File: config.mk
export PLATFORM = sky130hd
export DESIGN_NAME = hio_port
export DESIGN_NICKNAME = d
export VERILOG_FILES = /design/src/hio_nothing_else.v /design/src/hio_port.v
export VERILOG_INCLUDE_DIRS = /design/src
export SDC_FILE = /design/constraint.sdc
export NUM_CORES = 1
export LEC_CHECK = 0
export BUFFER_PORTS_ARGS = -buffer_cell sky130_fd_sc_hd__buf_4
export CORE_MARGIN = 4
export CORE_UTILIZATION = 55
export DETAILED_ROUTE_END_ITERATION = 10
export PLACE_DENSITY = 0.89
export SLEW_MARGIN = 0
export SYNTH_ARGS = -nofsm -noshare
export SYNTH_HDL_FRONTEND = slang
export SYNTH_SLANG_ARGS = --single-unit
File: constraint.sdc
create_clock -name CLK -period 2.4 [get_ports CLK]
set_input_delay 0.12 -clock CLK [delete_from_list [all_inputs] [get_ports CLK]]
set_output_delay 0.12 -clock CLK [all_outputs]
set_load 0.05 [all_outputs]
File: src/hio_consts.vh
`ifndef HIO_CONSTS_VH
`define HIO_CONSTS_VH

// APB byte offsets; each register takes one aligned word.
`define HIO_ADDR_W 8
`define HIO_OFS_PORT_A 8'h00
`define HIO_OFS_PORT_B 8'h04
`define HIO_OFS_CTRL 8'h08

// Port modes held per port.
`define HIO_MODE_IN 2'h0
`define HIO_MODE_OUT 2'h1
`define HIO_MODE_BIDIR 2'h2
`define HIO_MODE_BIT 2'h3

// Control byte identification.
`define HIO_CTL_MODE_TAG 2'h3
`define HIO_CTL_IEN_TAG 4'h5
`define HIO_CTL_HSDIR_TAG 4'h9
`define HIO_CTL_HSVAL_TAG 4'hD

// Bit-programmable interrupt logic functions.
`define HIO_FN_AND 2'h0
`define HIO_FN_OR 2'h1
`define HIO_FN_NAND 2'h2
`define HIO_FN_NOR 2'h3

// Status byte bit positions.
`define HIO_ST_INT_A 0
`define HIO_ST_INT_B 1
`define HIO_ST_A_IN 2
`define HIO_ST_A_OUT 3

// Reset values.
`define HIO_RST_HS_DRIVE 4'h5
`define HIO_RST_BYTE 8'h00

`endif

File: src/hio_nothing_else.v
`default_nettype none
`default_nettype wire

File: src/hio_port.v
// Contract
// - Two ports, eight data plus ready/strobe.
// - Control bytes written set port configuration.
// - Normal mode: eight-bit input or output port.
// - Bidirectional A; B handshake steers outbound.
// - Bit mode: each line has own direction.
// - Bit mode: handshake lines become general I/O, except B's while A is bidirectional.
// - Strobes trigger interrupts except in bit mode.
// - Strobe fall sets request; access clears it.
// - Status shows bidirectional request direction.
// - Bit mode: function byte then mask byte.
// - Bit mode request is level, never latched.
// - Per-port interrupt enable; status bits 0,1.
// - Input strobe: ready low, capture, request.
// - Port read drives buffered data onto bus.
// - Port read clears request, reasserts ready.
// - Output write latches byte, raises ready.
// - Output strobe rise drops ready, fall requests.
// - Bit-mode write changes only output lines.
// - Bit-mode read: inputs live, outputs latched.
// - Clear puts both ports in input mode.
// - Mode byte: bits 7:6 mode, 4:3 port.
//
// The address map and the APB register port were chosen for this implementation.
`include "hio_consts.vh"
`default_nettype none

module hio_port (
   input wire CLK,
   input wire ARST_N,
   input wire PSEL,
   input wire PENABLE,
   input wire PWRITE,
   input wire [`HIO_ADDR_W-1:0] PADDR,
   input wire [31:0] PWDATA,
   output reg [31:0] PRDATA,
   output reg PREADY,
   output reg PSLVERR,
   input wire [7:0] PA_IN,
   output reg [7:0] PA_OUT,
   output reg [7:0] PA_OE,
   input wire [7:0] PB_IN,
   output reg [7:0] PB_OUT,
   output reg [7:0] PB_OE,
   input wire [3:0] HS_IN,
   output reg [3:0] HS_OUT,
   output reg [3:0] HS_OE,
   output reg A_INT_N,
   output reg B_INT_N
);

   // Handshake line index: 0 A ready, 1 A strobe, 2 B ready, 3 B strobe.
   localparam SEQ_IDLE = 2'd0;
   localparam SEQ_DIR = 2'd1;
   localparam SEQ_FUNC = 2'd2;
   localparam SEQ_MASK = 2'd3;
   localparam DEC_A = 2'd0;
   localparam DEC_B = 2'd1;
   localparam DEC_CTRL = 2'd2;
   localparam DEC_NONE = 2'd3;

   ////////////////////////////////////////////////////////////////////////////////
   // Functions.

   function [1:0] hio_dec;
      input [`HIO_ADDR_W-1:0] addr;
      begin
         case (addr)
            `HIO_OFS_PORT_A: hio_dec = DEC_A;
            `HIO_OFS_PORT_B: hio_dec = DEC_B;
            `HIO_OFS_CTRL: hio_dec = DEC_CTRL;
            default: hio_dec = DEC_NONE;
         endcase
      end
   endfunction

   function hio_logic;
      input [7:0] val;
      input [7:0] mask;
      input [1:0] fn;
      reg all_hi;
      reg any_hi;
      begin
         all_hi = &(val | ~mask);
         any_hi = |(val & mask);
         case (fn)
            `HIO_FN_AND: hio_logic = all_hi;
            `HIO_FN_OR: hio_logic = any_hi;
            `HIO_FN_NAND: hio_logic = ~all_hi;
            default: hio_logic = ~any_hi;
         endcase
      end
   endfunction

   // Output lines take the new bit, input lines keep the old latch.
   function [7:0] hio_merge;
      input [7:0] old_v;
      input [7:0] new_v;
      input [7:0] dir;
      begin
         hio_merge = (old_v & ~dir) | (new_v & dir);
      end
   endfunction

   ////////////////////////////////////////////////////////////////////////////////
   // Pin synchronisers.

   reg [7:0] pa_s1_reg, pa_s2_reg, pb_s1_reg, pb_s2_reg;
   reg [3:0] hs_s1_reg, hs_s2_reg;
   reg a_stb_prev_reg, b_stb_prev_reg;

   always @(posedge CLK or negedge ARST_N) begin
      if (!ARST_N) begin
         pa_s1_reg <= `HIO_RST_BYTE;
         pa_s2_reg <= `HIO_RST_BYTE;
         pb_s1_reg <= `HIO_RST_BYTE;
         pb_s2_reg <= `HIO_RST_BYTE;
         hs_s1_reg <= 4'h0;
         hs_s2_reg <= 4'h0;
         a_stb_prev_reg <= 1'b0;
         b_stb_prev_reg <= 1'b0;
      end else begin
         pa_s1_reg <= PA_IN;
         pa_s2_reg <= pa_s1_reg;
         pb_s1_reg <= PB_IN;
         pb_s2_reg <= pb_s1_reg;
         hs_s1_reg <= HS_IN;
         hs_s2_reg <= hs_s1_reg;
         a_stb_prev_reg <= hs_s2_reg[1];
         b_stb_prev_reg <= hs_s2_reg[3];
      end
   end

   wire a_stb_rise = hs_s2_reg[1] & ~a_stb_prev_reg;
   wire a_stb_fall = ~hs_s2_reg[1] & a_stb_prev_reg;
   wire b_stb_rise = hs_s2_reg[3] & ~b_stb_prev_reg;
   wire b_stb_fall = ~hs_s2_reg[3] & b_stb_prev_reg;

   ////////////////////////////////////////////////////////////////////////////////
   // Configuration and handshake state.

   reg [1:0] mode_a_reg, mode_b_reg;
   reg [7:0] dir_a_reg, dir_b_reg, mask_a_reg, mask_b_reg;
   reg [1:0] func_a_reg, func_b_reg;
   reg [1:0] ien_reg;
   reg [3:0] hs_dir_reg, hs_val_reg;
   reg [1:0] seq_reg, seq_sel_reg;
   reg [7:0] ina_reg, inb_reg, outa_reg, outb_reg;
   reg rdy_a_reg, rdy_b_reg;
   reg req_a_reg, req_ao_reg, req_b_reg;

   wire [1:0] dec = hio_dec(PADDR);
   wire acc = PSEL & PENABLE & PREADY;
   wire wr_a = acc & PWRITE & (dec == DEC_A);
   wire wr_b = acc & PWRITE & (dec == DEC_B);
   wire wr_c = acc & PWRITE & (dec == DEC_CTRL);
   wire rd_a = acc & ~PWRITE & (dec == DEC_A);
   wire rd_b = acc & ~PWRITE & (dec == DEC_B);
   wire [7:0] wd = PWDATA[7:0];
   wire sel_a = wd[3];
   wire sel_b = wd[4];
   wire is_mode = (wd[1:0] == `HIO_CTL_MODE_TAG);
   wire a_bidir = (mode_a_reg == `HIO_MODE_BIDIR);

   // Line values as seen on the pins in bit mode.
   wire [7:0] val_a = hio_merge(pa_s2_reg, outa_reg, dir_a_reg);
   wire [7:0] val_b = hio_merge(pb_s2_reg, outb_reg, dir_b_reg);
   wire lvl_a = hio_logic(val_a, mask_a_reg, func_a_reg);
   wire lvl_b = hio_logic(val_b, mask_b_reg, func_b_reg);
   wire int_a = (mode_a_reg == `HIO_MODE_BIT) ? lvl_a : (req_a_reg | req_ao_reg);
   wire int_b = (mode_b_reg == `HIO_MODE_BIT) ? lvl_b : req_b_reg;
   wire [7:0] status = {hs_s2_reg, req_ao_reg, req_a_reg, int_b, int_a};

   always @(posedge CLK or negedge ARST_N) begin
      if (!ARST_N) begin
         mode_a_reg <= `HIO_MODE_IN;
         mode_b_reg <= `HIO_MODE_IN;
         dir_a_reg <= `HIO_RST_BYTE;
         dir_b_reg <= `HIO_RST_BYTE;
         mask_a_reg <= `HIO_RST_BYTE;
         mask_b_reg <= `HIO_RST_BYTE;
         func_a_reg <= `HIO_FN_AND;
         func_b_reg <= `HIO_FN_AND;
         ien_reg <= 2'h0;
         hs_dir_reg <= 4'h0;
         hs_val_reg <= 4'h0;
         seq_reg <= SEQ_IDLE;
         seq_sel_reg <= 2'h0;
         ina_reg <= `HIO_RST_BYTE;
         inb_reg <= `HIO_RST_BYTE;
         outa_reg <= `HIO_RST_BYTE;
         outb_reg <= `HIO_RST_BYTE;
         rdy_a_reg <= 1'b1;
         rdy_b_reg <= 1'b1;
         req_a_reg <= 1'b0;
         req_ao_reg <= 1'b0;
         req_b_reg <= 1'b0;
      end else begin
         // Control bytes; a bit-mode byte opens a direction/function/mask run.
         if (wr_c) begin
            if (seq_reg != SEQ_IDLE) begin
               case (seq_reg)
                  SEQ_DIR: begin
                     if (seq_sel_reg[0]) dir_a_reg <= wd;
                     if (seq_sel_reg[1]) dir_b_reg <= wd;
                     seq_reg <= SEQ_FUNC;
                  end
                  SEQ_FUNC: begin
                     if (seq_sel_reg[0]) func_a_reg <= wd[6:5];
                     if (seq_sel_reg[1]) func_b_reg <= wd[6:5];
                     seq_reg <= SEQ_MASK;
                  end
                  default: begin
                     if (seq_sel_reg[0]) mask_a_reg <= wd;
                     if (seq_sel_reg[1]) mask_b_reg <= wd;
                     seq_reg <= SEQ_IDLE;
                  end
               endcase
            end else if (is_mode) begin
               if (sel_a) begin
                  mode_a_reg <= wd[7:6];
                  rdy_a_reg <= (wd[7:6] != `HIO_MODE_OUT);
                  req_a_reg <= 1'b0;
                  req_ao_reg <= 1'b0;
                  if (wd[7:6] == `HIO_MODE_BIDIR) begin
                     rdy_b_reg <= 1'b0;
                  end
               end
               if (sel_b && wd[7:6] != `HIO_MODE_BIDIR) begin
                  mode_b_reg <= wd[7:6];
                  req_b_reg <= 1'b0;
                  if (!a_bidir || sel_a) begin
                     rdy_b_reg <= (wd[7:6] == `HIO_MODE_IN);
                  end
               end
               if (wd[7:6] == `HIO_MODE_BIT) begin
                  seq_reg <= SEQ_DIR;
                  seq_sel_reg <= {sel_b, sel_a};
               end
            end else if (wd[3:0] == `HIO_CTL_IEN_TAG) begin
               if (wd[4]) ien_reg[0] <= wd[7];
               if (wd[5]) ien_reg[1] <= wd[7];
            end else if (wd[3:0] == `HIO_CTL_HSDIR_TAG) begin
               hs_dir_reg <= wd[7:4];
            end else if (wd[3:0] == `HIO_CTL_HSVAL_TAG) begin
               hs_val_reg <= wd[7:4];
            end
         end
         // Port A. Clears come first so that a strobe in the same cycle wins.
         case (mode_a_reg)
            `HIO_MODE_IN, `HIO_MODE_BIDIR: begin
               if (rd_a) begin
                  req_a_reg <= 1'b0;
                  rdy_a_reg <= 1'b1;
               end
               if (a_stb_rise) begin
                  rdy_a_reg <= 1'b0;
                  ina_reg <= pa_s2_reg;
               end
               if (a_stb_fall) req_a_reg <= 1'b1;
               if (a_bidir) begin
                  if (wr_a) begin
                     outa_reg <= wd;
                     rdy_b_reg <= 1'b1;
                     req_ao_reg <= 1'b0;
                  end
                  if (b_stb_rise) rdy_b_reg <= 1'b0;
                  if (b_stb_fall) req_ao_reg <= 1'b1;
               end
            end
            `HIO_MODE_OUT: begin
               if (wr_a) begin
                  outa_reg <= wd;
                  rdy_a_reg <= 1'b1;
                  req_a_reg <= 1'b0;
               end
               if (a_stb_rise) rdy_a_reg <= 1'b0;
               if (a_stb_fall) req_a_reg <= 1'b1;
            end
            default: begin
               if (wr_a) outa_reg <= hio_merge(outa_reg, wd, dir_a_reg);
            end
         endcase
         // Port B; its handshake belongs to port A while A is bidirectional.
         case (mode_b_reg)
            `HIO_MODE_IN: begin
               if (rd_b) req_b_reg <= 1'b0;
               if (rd_b && !a_bidir) rdy_b_reg <= 1'b1;
               if (b_stb_rise && !a_bidir) begin
                  rdy_b_reg <= 1'b0;
                  inb_reg <= pb_s2_reg;
               end
               if (b_stb_fall && !a_bidir) req_b_reg <= 1'b1;
            end
            `HIO_MODE_OUT: begin
               if (wr_b) begin
                  outb_reg <= wd;
                  req_b_reg <= 1'b0;
               end
               if (wr_b && !a_bidir) rdy_b_reg <= 1'b1;
               if (b_stb_rise && !a_bidir) rdy_b_reg <= 1'b0;
               if (b_stb_fall && !a_bidir) req_b_reg <= 1'b1;
            end
            default: begin
               if (wr_b) outb_reg <= hio_merge(outb_reg, wd, dir_b_reg);
            end
         endcase
      end
   end

   ////////////////////////////////////////////////////////////////////////////////
   // Registered pin drive and interrupt outputs.

   reg [7:0] pa_oe_next, pb_oe_next;
   reg [3:0] hs_oe_next, hs_out_next;

   always @* begin
      case (mode_a_reg)
         `HIO_MODE_OUT: pa_oe_next = 8'hFF;
         `HIO_MODE_BIDIR: pa_oe_next = {8{hs_s2_reg[3]}};
         `HIO_MODE_BIT: pa_oe_next = dir_a_reg;
         default: pa_oe_next = 8'h00;
      endcase
      case (mode_b_reg)
         `HIO_MODE_OUT: pb_oe_next = 8'hFF;
         `HIO_MODE_BIT: pb_oe_next = dir_b_reg;
         default: pb_oe_next = 8'h00;
      endcase
      if (mode_a_reg == `HIO_MODE_BIT) begin
         hs_oe_next[1:0] = hs_dir_reg[1:0];
         hs_out_next[1:0] = hs_val_reg[1:0];
      end else begin
         hs_oe_next[1:0] = 2'b01;
         hs_out_next[1:0] = {1'b0, rdy_a_reg};
      end
      if (mode_b_reg == `HIO_MODE_BIT && !a_bidir) begin
         hs_oe_next[3:2] = hs_dir_reg[3:2];
         hs_out_next[3:2] = hs_val_reg[3:2];
      end else begin
         hs_oe_next[3:2] = 2'b01;
         hs_out_next[3:2] = {1'b0, rdy_b_reg};
      end
   end

   always @(posedge CLK or negedge ARST_N) begin
      if (!ARST_N) begin
         PA_OUT <= `HIO_RST_BYTE;
         PA_OE <= `HIO_RST_BYTE;
         PB_OUT <= `HIO_RST_BYTE;
         PB_OE <= `HIO_RST_BYTE;
         HS_OUT <= `HIO_RST_HS_DRIVE;
         HS_OE <= `HIO_RST_HS_DRIVE;
         A_INT_N <= 1'b1;
         B_INT_N <= 1'b1;
      end else begin
         PA_OUT <= outa_reg;
         PA_OE <= pa_oe_next;
         PB_OUT <= outb_reg;
         PB_OE <= pb_oe_next;
         HS_OUT <= hs_out_next;
         HS_OE <= hs_oe_next;
         A_INT_N <= ~(ien_reg[0] & int_a);
         B_INT_N <= ~(ien_reg[1] & int_b);
      end
   end

   ////////////////////////////////////////////////////////////////////////////////
   // APB slave: no wait states, read data prepared in the setup cycle.

   reg [7:0] rd_byte;

   always @* begin
      case (dec)
         DEC_A: rd_byte = (mode_a_reg == `HIO_MODE_BIT) ? val_a : ina_reg;
         DEC_B: rd_byte = (mode_b_reg == `HIO_MODE_BIT) ? val_b : inb_reg;
         DEC_CTRL: rd_byte = status;
         default: rd_byte = 8'h00;
      endcase
   end

   always @(posedge CLK or negedge ARST_N) begin
      if (!ARST_N) begin
         PREADY <= 1'b0;
         PSLVERR <= 1'b0;
         PRDATA <= 32'h0000_0000;
      end else begin
         PREADY <= PSEL & ~PENABLE;
         PSLVERR <= PSEL & ~PENABLE & (dec == DEC_NONE);
         if (PSEL && !PENABLE && !PWRITE) begin
            PRDATA <= {24'h00_0000, rd_byte};
         end
      end
   end

endmodule

`default_nettype wire

==> metrics.txt, run 1 <==
# TYPE chip_impl_metric gauge
chip_impl_info{name="status",value="completed"} 1
chip_impl_metric{name="num_antenna_cells",unit=""} 0
chip_impl_metric{name="io_buffers",unit=""} 92
chip_impl_metric{name="core_region_area",unit="sq um"} 13350
chip_impl_metric{name="routed_length_per_instance",unit="um"} 19.18
chip_impl_metric{name="timing.fmax",unit="MHz"} 465.5
chip_impl_metric{name="detail_route.iter0.violations",unit=""} 515
chip_impl_metric{name="finalCriticalPeriod",unit="ns"} 2.148
chip_impl_metric{name="cts_htree_levels",unit=""} 4
chip_impl_metric{name="slowest_delay",unit="ns"} 0.40
chip_impl_metric{name="grt_pass1_vias",unit=""} 5558
chip_impl_metric{name="gp_routability_congestion",unit=""} 0.9202
chip_impl_metric{name="worst_slack_at_placement",unit="ns"} 0.3117
chip_impl_info{name="synth_commonest_cells",value="177 x dfrtp_1, 59 x nor2_1, 45 x mux2_2"} 1
chip_impl_metric{name="grt_use_total",unit=""} 0.2364
chip_impl_metric{name="row_count",unit=""} 42
chip_impl_metric{name="finalCritPeriodShare",unit=""} 0.8950
chip_impl_metric{name="drive_gt1_frac",unit=""} 0.2490
chip_impl_metric{name="post_layout_nonfiller_instances",unit=""} 939
chip_impl_metric{name="synth-edff-count",unit=""} 0
chip_impl_metric{name="post_synth_inst_count",unit=""} 628
chip_impl_metric{name="final_cell_area",unit="sq um"} 9194
chip_impl_info{name="ctsRootBufferMaster",value="clkbuf_16"} 1
chip_impl_metric{name="post_drt_via_cell_ratio",unit=""} 5.612
chip_impl_metric{name="clk_pin_slew_worst_paths",unit="ns"} 0.06
chip_impl_metric{name="fin_ws",unit="ns"} 0.2519
chip_impl_metric{name="cts_hold_buf",unit=""} 24
chip_impl_metric{name="required_time_at_the_worst_slack_endpoint",unit="ns"} 2.71
chip_impl_metric{name="yosys.area.top_type_share",unit=""} 0.5868
chip_impl_metric{name="antenna_violations_before_repair",unit=""} 0
chip_impl_metric{name="die_width",unit="um"} 125.2
chip_impl_metric{name="place_inst",unit=""} 883
chip_impl_metric{name="total_placed_instance_area",unit="sq um"} 8389
chip_impl_metric{name="drt.antenna.violating_nets",unit=""} 0
chip_impl_metric{name="synth_sequential_area_ratio",unit=""} 0.6146
chip_impl_info{name="synth_largest_area_cell",value="dfrtp_1"} 1
chip_impl_metric{name="pin_count",unit=""} 141
chip_impl_metric{name="dr.pass1.iters",unit=""} 5
chip_impl_metric{name="detail_route.wirelength",unit="um"} 18010
chip_impl_info{name="worstSetupStartpointType",value="flop"} 1
chip_impl_metric{name="design.final.nets",unit=""} 819
chip_impl_metric{name="netlist_area",unit="sq um"} 7548
chip_impl_metric{name="clock_path_buffers",unit=""} 2
chip_impl_metric{name="grt_start_max_net_pins",unit=""} 70
chip_impl_metric{name="timing.final.hold_violations",unit=""} 0
chip_impl_metric{name="worst_slew_margin_rel",unit=""} 0.3413
chip_impl_info{name="synth_top_cells_by_area",value="dfrtp_1 59%, mux2_2 6.7%, mux2_1 3.9%, nor2_1 2.9%, dfstp_2 2.8%"} 1
chip_impl_info{name="postSynth.topFlopCell",value="dfrtp_1"} 1
chip_impl_metric{name="setup_viol_count_final",unit=""} 0
chip_impl_metric{name="die_y",unit="um"} 125.2
chip_impl_info{name="timing.critical_path.slowest_stage_cell",value="dfrtp_1"} 1
chip_impl_metric{name="initial_utilization",unit=""} 0.5655
chip_impl_metric{name="clock_skew",unit="ns"} 0.008738
chip_impl_metric{name="dieArea",unit="sq um"} 15660
chip_impl_metric{name="dr_drc_count",unit=""} 0
chip_impl_info{name="path_class",value="flop to flop"} 1
chip_impl_metric{name="dp.final_hpwl",unit="um"} 12140
chip_impl_metric{name="ctsResizeCount",unit=""} 0
chip_impl_metric{name="synth_seq_cells",unit=""} 185
chip_impl_info{name="rsz_0062_raised_after_global_routing",value="no"} 1
chip_impl_metric{name="hold-worst-slack",unit="ns"} 0.01549
chip_impl_metric{name="timing.critical_path.arrival",unit="ns"} 2.46
chip_impl_metric{name="max_transition_viols_final",unit=""} 0
chip_impl_metric{name="clkLatencyLatePin",unit="ns"} 0.43
chip_impl_info{name="library_cell_with_the_highest_instance_count_after_synthesis",value="dfrtp_1"} 1
chip_impl_info{name="timing.hold.worst.class",value="input port to flop"} 1
chip_impl_metric{name="vias",unit=""} 5270
chip_impl_metric{name="grt_pass1_wl",unit="um"} 29250
chip_impl_info{name="critical_path.endpoint_type",value="flop"} 1
chip_impl_metric{name="ys_async_sr_fraction",unit=""} 1.000
chip_impl_metric{name="p_leak",unit="uW"} 0.004446
chip_impl_metric{name="critical_path_peak_fanout",unit=""} 4
chip_impl_metric{name="post_cts.repair.setup_buffers",unit=""} 0
chip_impl_metric{name="total_power_density_per_cell_area",unit="nW/um^2"} 681.8
chip_impl_metric{name="clock_sink_total",unit=""} 185
chip_impl_metric{name="max-cap-violations",unit=""} 0
chip_impl_metric{name="tightestPinTransition",unit="ns"} 0.9837
chip_impl_metric{name="relative_area_change_from_synthesis_to_final_layout",unit="%"} 21.80
chip_impl_info{name="cp_cell_sequence",value="mux2i_1, a2bb2oi_1, o221ai_1, o31ai_1, or3_1, a31oi_1, a211o_1"} 1
chip_impl_metric{name="ys_warn_count",unit=""} 0
chip_impl_metric{name="tns",unit="ns"} 0
chip_impl_metric{name="postSynthAreaPerCell",unit="sq um"} 12.02
chip_impl_metric{name="worst_vdd_drop",unit="mV"} 0.4811
chip_impl_metric{name="cts_made_buffers",unit=""} 17
chip_impl_metric{name="synth.lib_cells_used.distinct",unit=""} 56
chip_impl_info{name="cts_tree",value="built"} 1
chip_impl_metric{name="gr-total-overflow",unit=""} 0
-- kinds of logic (layout without fill, tap and decap cells) --
| kind of cell | after synthesis | after routing | synth area share |
|---|---|---|---|
| DFF | 185 | 185 | 0.6146 |
| and+or+nand+nor | 169 | 169 | 0.1104 |
| muxes | 89 | 89 | 0.1298 |
| xor gates and xnor gates | 3 | 3 | 0.003481 |
| AOI/OAI and AO/OA | 106 | 106 | 0.08669 |
| adders and majority gates | 4 | 4 | 0.006630 |
| buffers and inverters | 71 | 183 | 0.04790 |
| other | 1 | 24 | 0.0004968 |
-- area by class of cell --
class | instances | area [sq um]
Inverter | 23 | 86.33
Fill cell | 941 | 4154
Sequential cell | 185 | 4639
Tap cell | 176 | 220.2
Multi-Input combinational cell | 395 | 2634
Clock buffer | 25 | 495.5
Timing Repair Buffer | 128 | 1050
Clock inverter | 7 | 68.82
-- worst paths after layout --
path / cells past startpoint / slack (ns) / end / from
min reg2reg: 0 / 0.35 / pa_s2_reg[0] / pa_s1_reg[0]
min: 2 / 0.02 / mask_b_reg[0] / PWDATA[0]
max reg2reg: 7 / 0.25 / PRDATA[1] / dir_b_reg[2]
max: 7 / 0.25 / PRDATA[1] / dir_b_reg[2]
max in group asynchronous: 3 / 1.35 / rdy_a_reg / ARST_N
min in group asynchronous: 2 / 0.27 / pb_s1_reg[0] / ARST_N
-- metal layers --
layer / GRT usage / up-vias / wire length, um
li1: - / 2364 / -
met1: 0.3055 / 2617 / 7342
met2: 0.3847 / 243 / 8845
met3: 0.06269 / 46 / 1347
met4: 0.09375 / 0 / 470
met5: 0 / - / 0
-- metrics by stage --
step / util / power [uW]
2_1_floorplan: - / 3482
3_5_place_dp: 0.6285 / 3642
4_1_cts: 0.6888 / 6293
5_1_grt: 0.6888 / 6478
3_3_place_gp: 0.6285 / 3629
6_report: 0.6888 / 6268
-- placed cells by master, fill, tap and decap left out, types with 18 or more instances in the layout --
| cell | instances |
|---|---|
| inv_1 | 22 |
| nand2_1 | 44 |
| nor2_1 | 59 |
| dfrtp_1 | 177 |
| buf_4 | 101 |
| o21ai_0 | 23 |
| a21oi_1 | 20 |
| conb_1 | 24 |
| mux2_2 | 45 |
| mux2i_1 | 18 |
| dlygate4sd3_1 | 24 |
| mux2_1 | 26 |
| o21ai_1 | 21 |
-- where the power goes --
group / internal, uW / total [uW] / switching [uW]
Combinational: 134 / 410 / 276
Clock: 1540 / 2650 / 1110
Sequential: 3180 / 3210 / 30.6
-- critical path, delay by kind of cell (launching register included) --
kind / cells / cell delay (ns)
flip-flops: 1 / 0.40
multiplexers: 1 / 0.38
AND/OR/NAND/NOR: 1 / 0.19
AO/OA/AOI/OAI: 5 / 1.06
Power figures use the tool's default switching activity.
==> run 2: changes to the inputs <==
--- a/config.mk
+++ b/config.mk
@@ -10,6 +10,7 @@
 export CORE_MARGIN = 4
 export CORE_UTILIZATION = 55
 export DETAILED_ROUTE_END_ITERATION = 10
+export GPL_TIMING_DRIVEN = 0
 export PLACE_DENSITY = 0.89
 export SLEW_MARGIN = 0
 export SYNTH_ARGS = -nofsm -noshare
==> run 2 against run 1 <==
Worst setup slack got worse by 0.070 ns. Via count rose by 4.4%. Global-route usage rose by 0.94 points. Clock skew barely moved. Sequential share of layout area fell by 0.90 points. Wire length rose by 3.3%. Critical path type unchanged. Die area did not move. Power rose by 0.29%. Non-clock buffer count rose by 34. First-iteration DRC count rose by 13%.
==> metrics.txt, run 2 (synthesized netlist as in run 1, its figures left out) <==
# TYPE chip_impl_metric gauge
chip_impl_info{name="status",value="completed"} 1
chip_impl_metric{name="worst-r2r-cell-count",unit=""} 9
chip_impl_metric{name="grt_pass1_vias",unit=""} 5542
chip_impl_metric{name="clock_path_buffers",unit=""} 2
chip_impl_metric{name="cts_htree_levels",unit=""} 4
chip_impl_metric{name="p_leak",unit="uW"} 0.004546
chip_impl_metric{name="antenna_violations_before_repair",unit=""} 0
chip_impl_metric{name="fin_ws",unit="ns"} 0.1814
chip_impl_info{name="cell_type_group_with_the_largest_total_delay_on_the_critical_path",value="buffers and inverters"} 1
chip_impl_metric{name="vias",unit=""} 5501
chip_impl_metric{name="worst_slew_margin_rel",unit=""} 0.3655
chip_impl_metric{name="timing.final.hold_violations",unit=""} 0
chip_impl_info{name="critical_path.startpoint",value="mode_a_reg[1]"} 1
chip_impl_metric{name="critical_path_peak_fanout",unit=""} 10
chip_impl_metric{name="num_antenna_cells",unit=""} 0
chip_impl_metric{name="worst_slack_at_placement",unit="ns"} 0.2584
chip_impl_metric{name="design.final.nets",unit=""} 853
chip_impl_metric{name="core_region_area",unit="sq um"} 13350
chip_impl_metric{name="routed_length_per_instance",unit="um"} 19.12
chip_impl_metric{name="setup_viol_count_final",unit=""} 0
chip_impl_metric{name="total_placed_instance_area",unit="sq um"} 8551
chip_impl_info{name="ff_to_ff_start",value="mode_a_reg[1]"} 1
chip_impl_metric{name="dr.pass1.iters",unit=""} 5
chip_impl_metric{name="dp.final_hpwl",unit="um"} 12690
chip_impl_metric{name="tns",unit="ns"} 0
chip_impl_metric{name="post_drt_via_cell_ratio",unit=""} 5.654
chip_impl_metric{name="max-cap-violations",unit=""} 0
chip_impl_metric{name="gp_routability_congestion",unit=""} 0.9230
chip_impl_metric{name="clkLatencyLatePin",unit="ns"} 0.44
chip_impl_metric{name="hold-worst-slack",unit="ns"} 0.01125
chip_impl_info{name="cp_cell_sequence",value="clkbuf_1, and2_1, buf_2, buf_1, a211oi_1, a21oi_1, nor2_1, a21oi_1, o21ai_1"} 1
chip_impl_metric{name="drt.antenna.violating_nets",unit=""} 0
chip_impl_metric{name="timing.critical_path.arrival",unit="ns"} 2.54
chip_impl_metric{name="slowest_delay",unit="ns"} 0.43
chip_impl_metric{name="max_transition_viols_final",unit=""} 0
chip_impl_metric{name="cp.buffers_inverters",unit=""} 3
chip_impl_info{name="worstHoldEndpoint",value="ien_reg[1]"} 1
chip_impl_metric{name="cts_made_buffers",unit=""} 17
chip_impl_metric{name="grt_start_max_net_pins",unit=""} 103
chip_impl_metric{name="die_width",unit="um"} 125.2
chip_impl_metric{name="reg2reg_slack",unit="ns"} 0.18
chip_impl_metric{name="tightestPinTransition",unit="ns"} 0.9476
chip_impl_metric{name="clk_pin_slew_worst_paths",unit="ns"} 0.07
chip_impl_metric{name="power.total",unit="uW"} 6287
chip_impl_metric{name="relative_area_change_from_synthesis_to_final_layout",unit="%"} 24.00
chip_impl_metric{name="dieArea",unit="sq um"} 15660
chip_impl_metric{name="total_power_density_per_cell_area",unit="nW/um^2"} 671.6
chip_impl_metric{name="initial_utilization",unit=""} 0.5655
chip_impl_metric{name="die_y",unit="um"} 125.2
chip_impl_metric{name="detail_route.iter0.violations",unit=""} 582
chip_impl_info{name="final_common_cell",value="dfrtp_1"} 1
chip_impl_metric{name="gr-total-overflow",unit=""} 0
chip_impl_info{name="timing.rr.end",value="PRDATA[2]"} 1
chip_impl_info{name="rsz_0062_raised_after_global_routing",value="no"} 1
chip_impl_metric{name="required_time_at_the_worst_slack_endpoint",unit="ns"} 2.72
chip_impl_info{name="path_class",value="flop to flop"} 1
chip_impl_metric{name="worst_hold_path.num_cells",unit=""} 3
chip_impl_metric{name="grt_pass1_wl",unit="um"} 29860
chip_impl_metric{name="row_count",unit=""} 42
chip_impl_metric{name="timing.fmax",unit="MHz"} 450.7
chip_impl_metric{name="drive_gt1_frac",unit=""} 0.2572
chip_impl_metric{name="worst_vdd_drop",unit="mV"} 0.6066
chip_impl_metric{name="post_cts.repair.setup_buffers",unit=""} 0
chip_impl_metric{name="nFillCells",unit=""} 915
chip_impl_info{name="timing.hold.worst.start",value="PWDATA[5]"} 1
chip_impl_metric{name="pin_count",unit=""} 141
chip_impl_info{name="timing.critical_path.slowest_stage_cell",value="buf_1"} 1
chip_impl_info{name="cts_tree",value="built"} 1
chip_impl_metric{name="final_cell_area",unit="sq um"} 9360
chip_impl_metric{name="finalCriticalPeriod",unit="ns"} 2.219
chip_impl_info{name="final_cell_mix",value="177 x dfrtp_1, 111 x buf_4, 59 x nor2_1"} 1
chip_impl_metric{name="finalCritPeriodShare",unit=""} 0.9244
chip_impl_info{name="ctsRootBufferMaster",value="clkbuf_16"} 1
chip_impl_info{name="timing.critical_path.mode_cell",value="a21oi_1"} 1
chip_impl_metric{name="grt_use_total",unit=""} 0.2458
chip_impl_metric{name="dr_drc_count",unit=""} 0
chip_impl_metric{name="clock_skew",unit="ns"} 0.008877
chip_impl_info{name="timing.hold.worst.class",value="input port to flop"} 1
chip_impl_info{name="worstSetupStartpointType",value="flop"} 1
chip_impl_metric{name="io_buffers",unit=""} 88
chip_impl_metric{name="detail_route.wirelength",unit="um"} 18600
chip_impl_info{name="critical_path.endpoint_type",value="flop"} 1
chip_impl_metric{name="clock_sink_total",unit=""} 185
## run 2: cell count changes in the layout (fill, tap and decap cells not counted), sizes merged
cell         previous run  this run
clkbuf                 25        39
dlygate4sd3            24        25
clkinv                  5         8
buf                   104       119
clkinvlp                2         3
## run 2: worst min-delay path: cells and delay by family
family                 cells  cell delay [ns]
muxes                      1             0.12
buffers and inverters      1             0.11
and+or+nand+nor            1             0.06
## run 2: worst max path at each step
stage / to / slack, ns / cells after the start
2_1_floorplan: hs_dir_reg[2] / 0.41 / 6
3_3_place_gp: hs_s2_reg[0] / 0.22 / 1
3_5_place_dp: PRDATA[2] / 0.26 / 9
4_1_cts: PRDATA[1] / 0.24 / 7
5_1_grt: PRDATA[7] / 0.06 / 8
6_report: PRDATA[2] / 0.18 / 9
## run 2: per-stage QoR
step           utilization  cells
3_5_place_dp        0.6406    916
3_3_place_gp        0.6380    915
6_report            0.7013    973
2_1_floorplan            -    651
5_1_grt             0.7013    973
4_1_cts             0.7013    973
## run 2: layer usage
layer | vias to the layer above | GRT usage | share of wire
li1 | 2448 | - | -
met1 | 2740 | 0.3087 | 0.40
met2 | 251 | 0.3999 | 0.49
met3 | 62 | 0.07164 | 0.075
met4 | 0 | 0.1078 | 0.039
met5 | - | 0 | 0
## run 2: area by class of cell
| type | instances | area, sq um | share of cell area |
|---|---|---|---|
| Inverter | 23 | 86.33 | 0.009223 |
| Multi-Input combinational cell | 395 | 2634 | 0.2814 |
| Clock buffer | 21 | 460.4 | 0.04919 |
| Tap cell | 176 | 220.2 | 0.02353 |
| Clock inverter | 11 | 98.84 | 0.01056 |
| Buffer | 48 | 275.3 | 0.02941 |
| Sequential cell | 185 | 4639 | 0.4957 |
| Timing Repair Buffer | 114 | 945.9 | 0.1011 |
## run 2: where the power goes
| part | total [uW] | switching (uW) | internal, uW | leakage (uW) |
|---|---|---|---|---|
| logic | 443 | 286 | 157 | 0.00186 |
| registers | 3210 | 34.0 | 3180 | 0.00242 |
| clock network | 2630 | 1150 | 1480 | 0.000269 |
| total | 6290 | 1470 | 4810 | 0.00455 |
## run 2: repair_timing
item | 4_1_cts | 5_1_grt
resized for setup | 0 | 0
endpoints found under the hold margin | 102 | 0
hold buffers | 25 | 0
==> run 3: changes to the inputs <==
--- a/config.mk
+++ b/config.mk
@@ -6,6 +6,7 @@
 export SDC_FILE = /design/constraint.sdc
 export NUM_CORES = 1
 export LEC_CHECK = 0
+export ABC_AREA = 1
 export BUFFER_PORTS_ARGS = -buffer_cell sky130_fd_sc_hd__buf_4
 export CORE_MARGIN = 4
 export CORE_UTILIZATION = 55
==> run 3 against run 2 <==
Largest cell class unchanged. Die area up 1.9%. Cell count up 19%. Non-clock buffer count down 4. Power about the same. Clock skew up 0.0018 ns. Maximum frequency up 13%. Clock power about the same. First-iteration DRC count up 8.2%. Synthesized cell count up 29%. Wire length up 5.9%.
==> metrics.txt, run 3 <==
# TYPE chip_impl_metric gauge
chip_impl_info{name="status",value="completed"} 1
chip_impl_info{name="library_cell_with_the_highest_instance_count_after_synthesis",value="nand2_1"} 1
chip_impl_metric{name="pin_count",unit=""} 141
chip_impl_info{name="timing.critical_path.mode_cell",value="nor2_1"} 1
chip_impl_metric{name="place_inst",unit=""} 1102
chip_impl_metric{name="clock_skew",unit="ns"} 0.01067
chip_impl_metric{name="num_antenna_cells",unit=""} 0
chip_impl_metric{name="die_y",unit="um"} 126.3
chip_impl_metric{name="critical_path_peak_fanout",unit=""} 9
chip_impl_metric{name="worst_vdd_drop",unit="mV"} 0.4819
chip_impl_metric{name="grt_pass1_wl",unit="um"} 32340
chip_impl_metric{name="detail_route.wirelength",unit="um"} 19690
chip_impl_metric{name="grt_start_max_net_pins",unit=""} 103
chip_impl_metric{name="io_buffers",unit=""} 92
chip_impl_metric{name="required_time_at_the_worst_slack_endpoint",unit="ns"} 2.72
chip_impl_info{name="timing.critical_path.slowest_stage_cell",value="nor2_1"} 1
chip_impl_metric{name="synth.lib_cells_used.distinct",unit=""} 40
chip_impl_metric{name="post_layout_nonfiller_instances",unit=""} 1161
chip_impl_info{name="final_common_cell",value="nand2_1"} 1
chip_impl_metric{name="cp.buffers_inverters",unit=""} 1
chip_impl_metric{name="nFillCells",unit=""} 987
chip_impl_info{name="synth_commonest_cells",value="210 x nand2_1, 177 x dfrtp_1, 79 x inv_1"} 1
chip_impl_info{name="timing.hold.worst.class",value="input port to flop"} 1
chip_impl_metric{name="fin_ws",unit="ns"} 0.4289
chip_impl_metric{name="ys_async_sr_fraction",unit=""} 1.000
chip_impl_metric{name="tns",unit="ns"} 0
chip_impl_metric{name="initial_utilization",unit=""} 0.5725
chip_impl_metric{name="detail_route.iter0.violations",unit=""} 630
chip_impl_metric{name="antenna_violations_before_repair",unit=""} 0
chip_impl_info{name="ctsRootBufferMaster",value="clkbuf_16"} 1
chip_impl_metric{name="max_transition_viols_final",unit=""} 0
chip_impl_metric{name="post_synth_inst_count",unit=""} 810
chip_impl_info{name="rsz_0062_raised_after_global_routing",value="no"} 1
chip_impl_metric{name="dp.final_hpwl",unit="um"} 13410
chip_impl_metric{name="vias",unit=""} 6220
chip_impl_info{name="synth_top_cells_by_area",value="dfrtp_1 58%, nand2_1 10%, o21ai_0 4.2%, inv_1 3.8%, dfstp_2 2.7%"} 1
chip_impl_metric{name="dieArea",unit="sq um"} 15960
chip_impl_metric{name="routed_length_per_instance",unit="um"} 16.96
chip_impl_metric{name="clk_pin_slew_worst_paths",unit="ns"} 0.07
chip_impl_metric{name="finalCritPeriodShare",unit=""} 0.8213
chip_impl_metric{name="synth_sequential_area_ratio",unit=""} 0.6023
chip_impl_metric{name="worst_slack_at_placement",unit="ns"} 0.5385
chip_impl_metric{name="gp_routability_congestion",unit=""} 0.9306
chip_impl_info{name="cts_tree",value="built"} 1
chip_impl_metric{name="timing.final.hold_violations",unit=""} 0
chip_impl_info{name="final_cell_mix",value="210 x nand2_1, 177 x dfrtp_1, 115 x buf_4"} 1
chip_impl_metric{name="worst_slew_margin_rel",unit=""} 0.4852
chip_impl_metric{name="setup_viol_count_final",unit=""} 0
chip_impl_metric{name="timing.critical_path.arrival",unit="ns"} 2.29
chip_impl_info{name="postSynth.topFlopCell",value="dfrtp_1"} 1
chip_impl_metric{name="synth-edff-count",unit=""} 0
chip_impl_info{name="path_class",value="flop to flop"} 1
chip_impl_metric{name="drive_gt1_frac",unit=""} 0.1949
chip_impl_metric{name="clock_path_buffers",unit=""} 2
chip_impl_metric{name="dr_drc_count",unit=""} 0
chip_impl_metric{name="p_leak",unit="uW"} 0.004788
chip_impl_metric{name="post_drt_via_cell_ratio",unit=""} 5.357
chip_impl_metric{name="gr-total-overflow",unit=""} 0
chip_impl_metric{name="netlist_area",unit="sq um"} 7702
chip_impl_info{name="cell_type_group_with_the_largest_total_delay_on_the_critical_path",value="simple AND/OR/NAND/NOR gates"} 1
chip_impl_metric{name="core_region_area",unit="sq um"} 13450
chip_impl_metric{name="post_cts.repair.setup_buffers",unit=""} 0
chip_impl_metric{name="design.final.nets",unit=""} 1041
chip_impl_info{name="synth_largest_area_cell",value="dfrtp_1"} 1
chip_impl_metric{name="clock_sink_total",unit=""} 185
chip_impl_metric{name="dr.pass1.iters",unit=""} 6
chip_impl_metric{name="clkLatencyLatePin",unit="ns"} 0.43
chip_impl_metric{name="relative_area_change_from_synthesis_to_final_layout",unit="%"} 23.94
chip_impl_metric{name="total_power_density_per_cell_area",unit="nW/um^2"} 658.2
chip_impl_metric{name="power.total",unit="uW"} 6283
chip_impl_metric{name="tightestPinTransition",unit="ns"} 0.7694
chip_impl_metric{name="ys_warn_count",unit=""} 0
chip_impl_metric{name="cts_made_buffers",unit=""} 17
chip_impl_metric{name="row_count",unit=""} 42
chip_impl_metric{name="timing.fmax",unit="MHz"} 507.3
chip_impl_metric{name="yosys.area.top_type_share",unit=""} 0.5750
chip_impl_info{name="cp_cell_sequence",value="clkinv_1, nor2_1, o21ai_0, nor2_1, a21oi_1"} 1
chip_impl_info{name="critical_path.endpoint_type",value="flop"} 1
chip_impl_metric{name="die_width",unit="um"} 126.3
chip_impl_metric{name="grt_pass1_vias",unit=""} 6188
chip_impl_metric{name="drt.antenna.violating_nets",unit=""} 0
chip_impl_info{name="worstSetupStartpointType",value="flop"} 1
chip_impl_metric{name="slowest_delay",unit="ns"} 0.67
chip_impl_metric{name="synth_seq_cells",unit=""} 185
chip_impl_metric{name="cts_htree_levels",unit=""} 4
chip_impl_metric{name="max-cap-violations",unit=""} 0
chip_impl_metric{name="postSynthAreaPerCell",unit="sq um"} 9.509
chip_impl_metric{name="finalCriticalPeriod",unit="ns"} 1.971
chip_impl_metric{name="grt_use_total",unit=""} 0.2587
## run 3: cell count changes in the layout (fill, tap and decap cells not counted), moves of 9 or more
cell / before / now
mux2i_1: 18 / 2
mux2_1: 26 / 0
and3_1: 11 / 0
mux2_2: 45 / 0
nor2b_1: 15 / 0
inv_1: 22 / 79
nand3_1: 12 / 35
nand2_1: 44 / 210
o21ai_0: 23 / 64
o21ai_2: 0 / 9
a21oi_1: 20 / 40
## run 3: metrics by stage
step                        util  hold WS [ns]  cell area (sq um)
after floorplan                -       -0.1756               7789
after global placement    0.6467        0.2298               8700
after detailed placement  0.6493        0.1479               8735
after CTS                 0.7096      0.007016               9547
after global routing      0.7096       0.03009               9547
final                     0.7096       0.01645               9547
## run 3: what timing repair did
action / CTS / global route
hold endpoints to repair: 104 / 0
hold buffers: 27 / 0
gates resized for setup: 0 / 0
## run 3: report_power, final
group	total [uW]	switching [uW]	internal (uW)
clock network	2600	1250	1350
registers	3230	36.9	3190
logic	457	308	149
## run 3: worst min-delay path: stages
cell     delay, ns
buf_4         0.13
o21ai_0       0.07
o21ai_1       0.08
## run 3: worst paths after layout
path / from / end / slack (ns) / cells after the start
setup reg to reg: mode_b_reg[0] / flop / 0.43 / 5
hold reg to reg: pa_s1_reg[1] / pa_s2_reg[1] / 0.35 / 0
max in group asynchronous: ARST_N / A_INT_N / 1.23 / 3
min in group asynchronous: ARST_N / pb_s2_reg[6] / 0.26 / 2
setup / recovery: mode_b_reg[0] / flop / 0.43 / 5
hold / removal: PWDATA[1] / flop / 0.02 / 3
## run 3: cell type report
cell class | instances | area [sq um] | area share
plain buffers | 38 | 262.8 | 0.02752
clock inverters | 13 | 108.9 | 0.01140
repair buffers | 120 | 996.0 | 0.1043
flip-flops and latches | 185 | 4639 | 0.4860
inverters | 84 | 315.3 | 0.03303
clock buffers | 19 | 432.9 | 0.04535
well taps | 176 | 220.2 | 0.02307
multi-input cells | 526 | 2571 | 0.2693
## run 3: kinds of logic (layout without fill, tap and decap cells)
logic type | after synthesis | after routing | synth area share
compound gates | 169 | 169 | 0.1251
simple gates | 327 | 327 | 0.1879
other cells | 1 | 24 | 0.0004869
buf+inv | 122 | 274 | 0.07505
mux | 2 | 2 | 0.002599
fa+ha+maj | 4 | 4 | 0.006498
flops | 185 | 185 | 0.6023
## run 3: layer usage
layer	vias up	global-route usage	routed length, um
met4	0	0.1047	612
met5	-	0	0
met1	2955	0.3625	8256
li1	2911	-	-
met3	49	0.06894	1833
met2	305	0.3879	8986
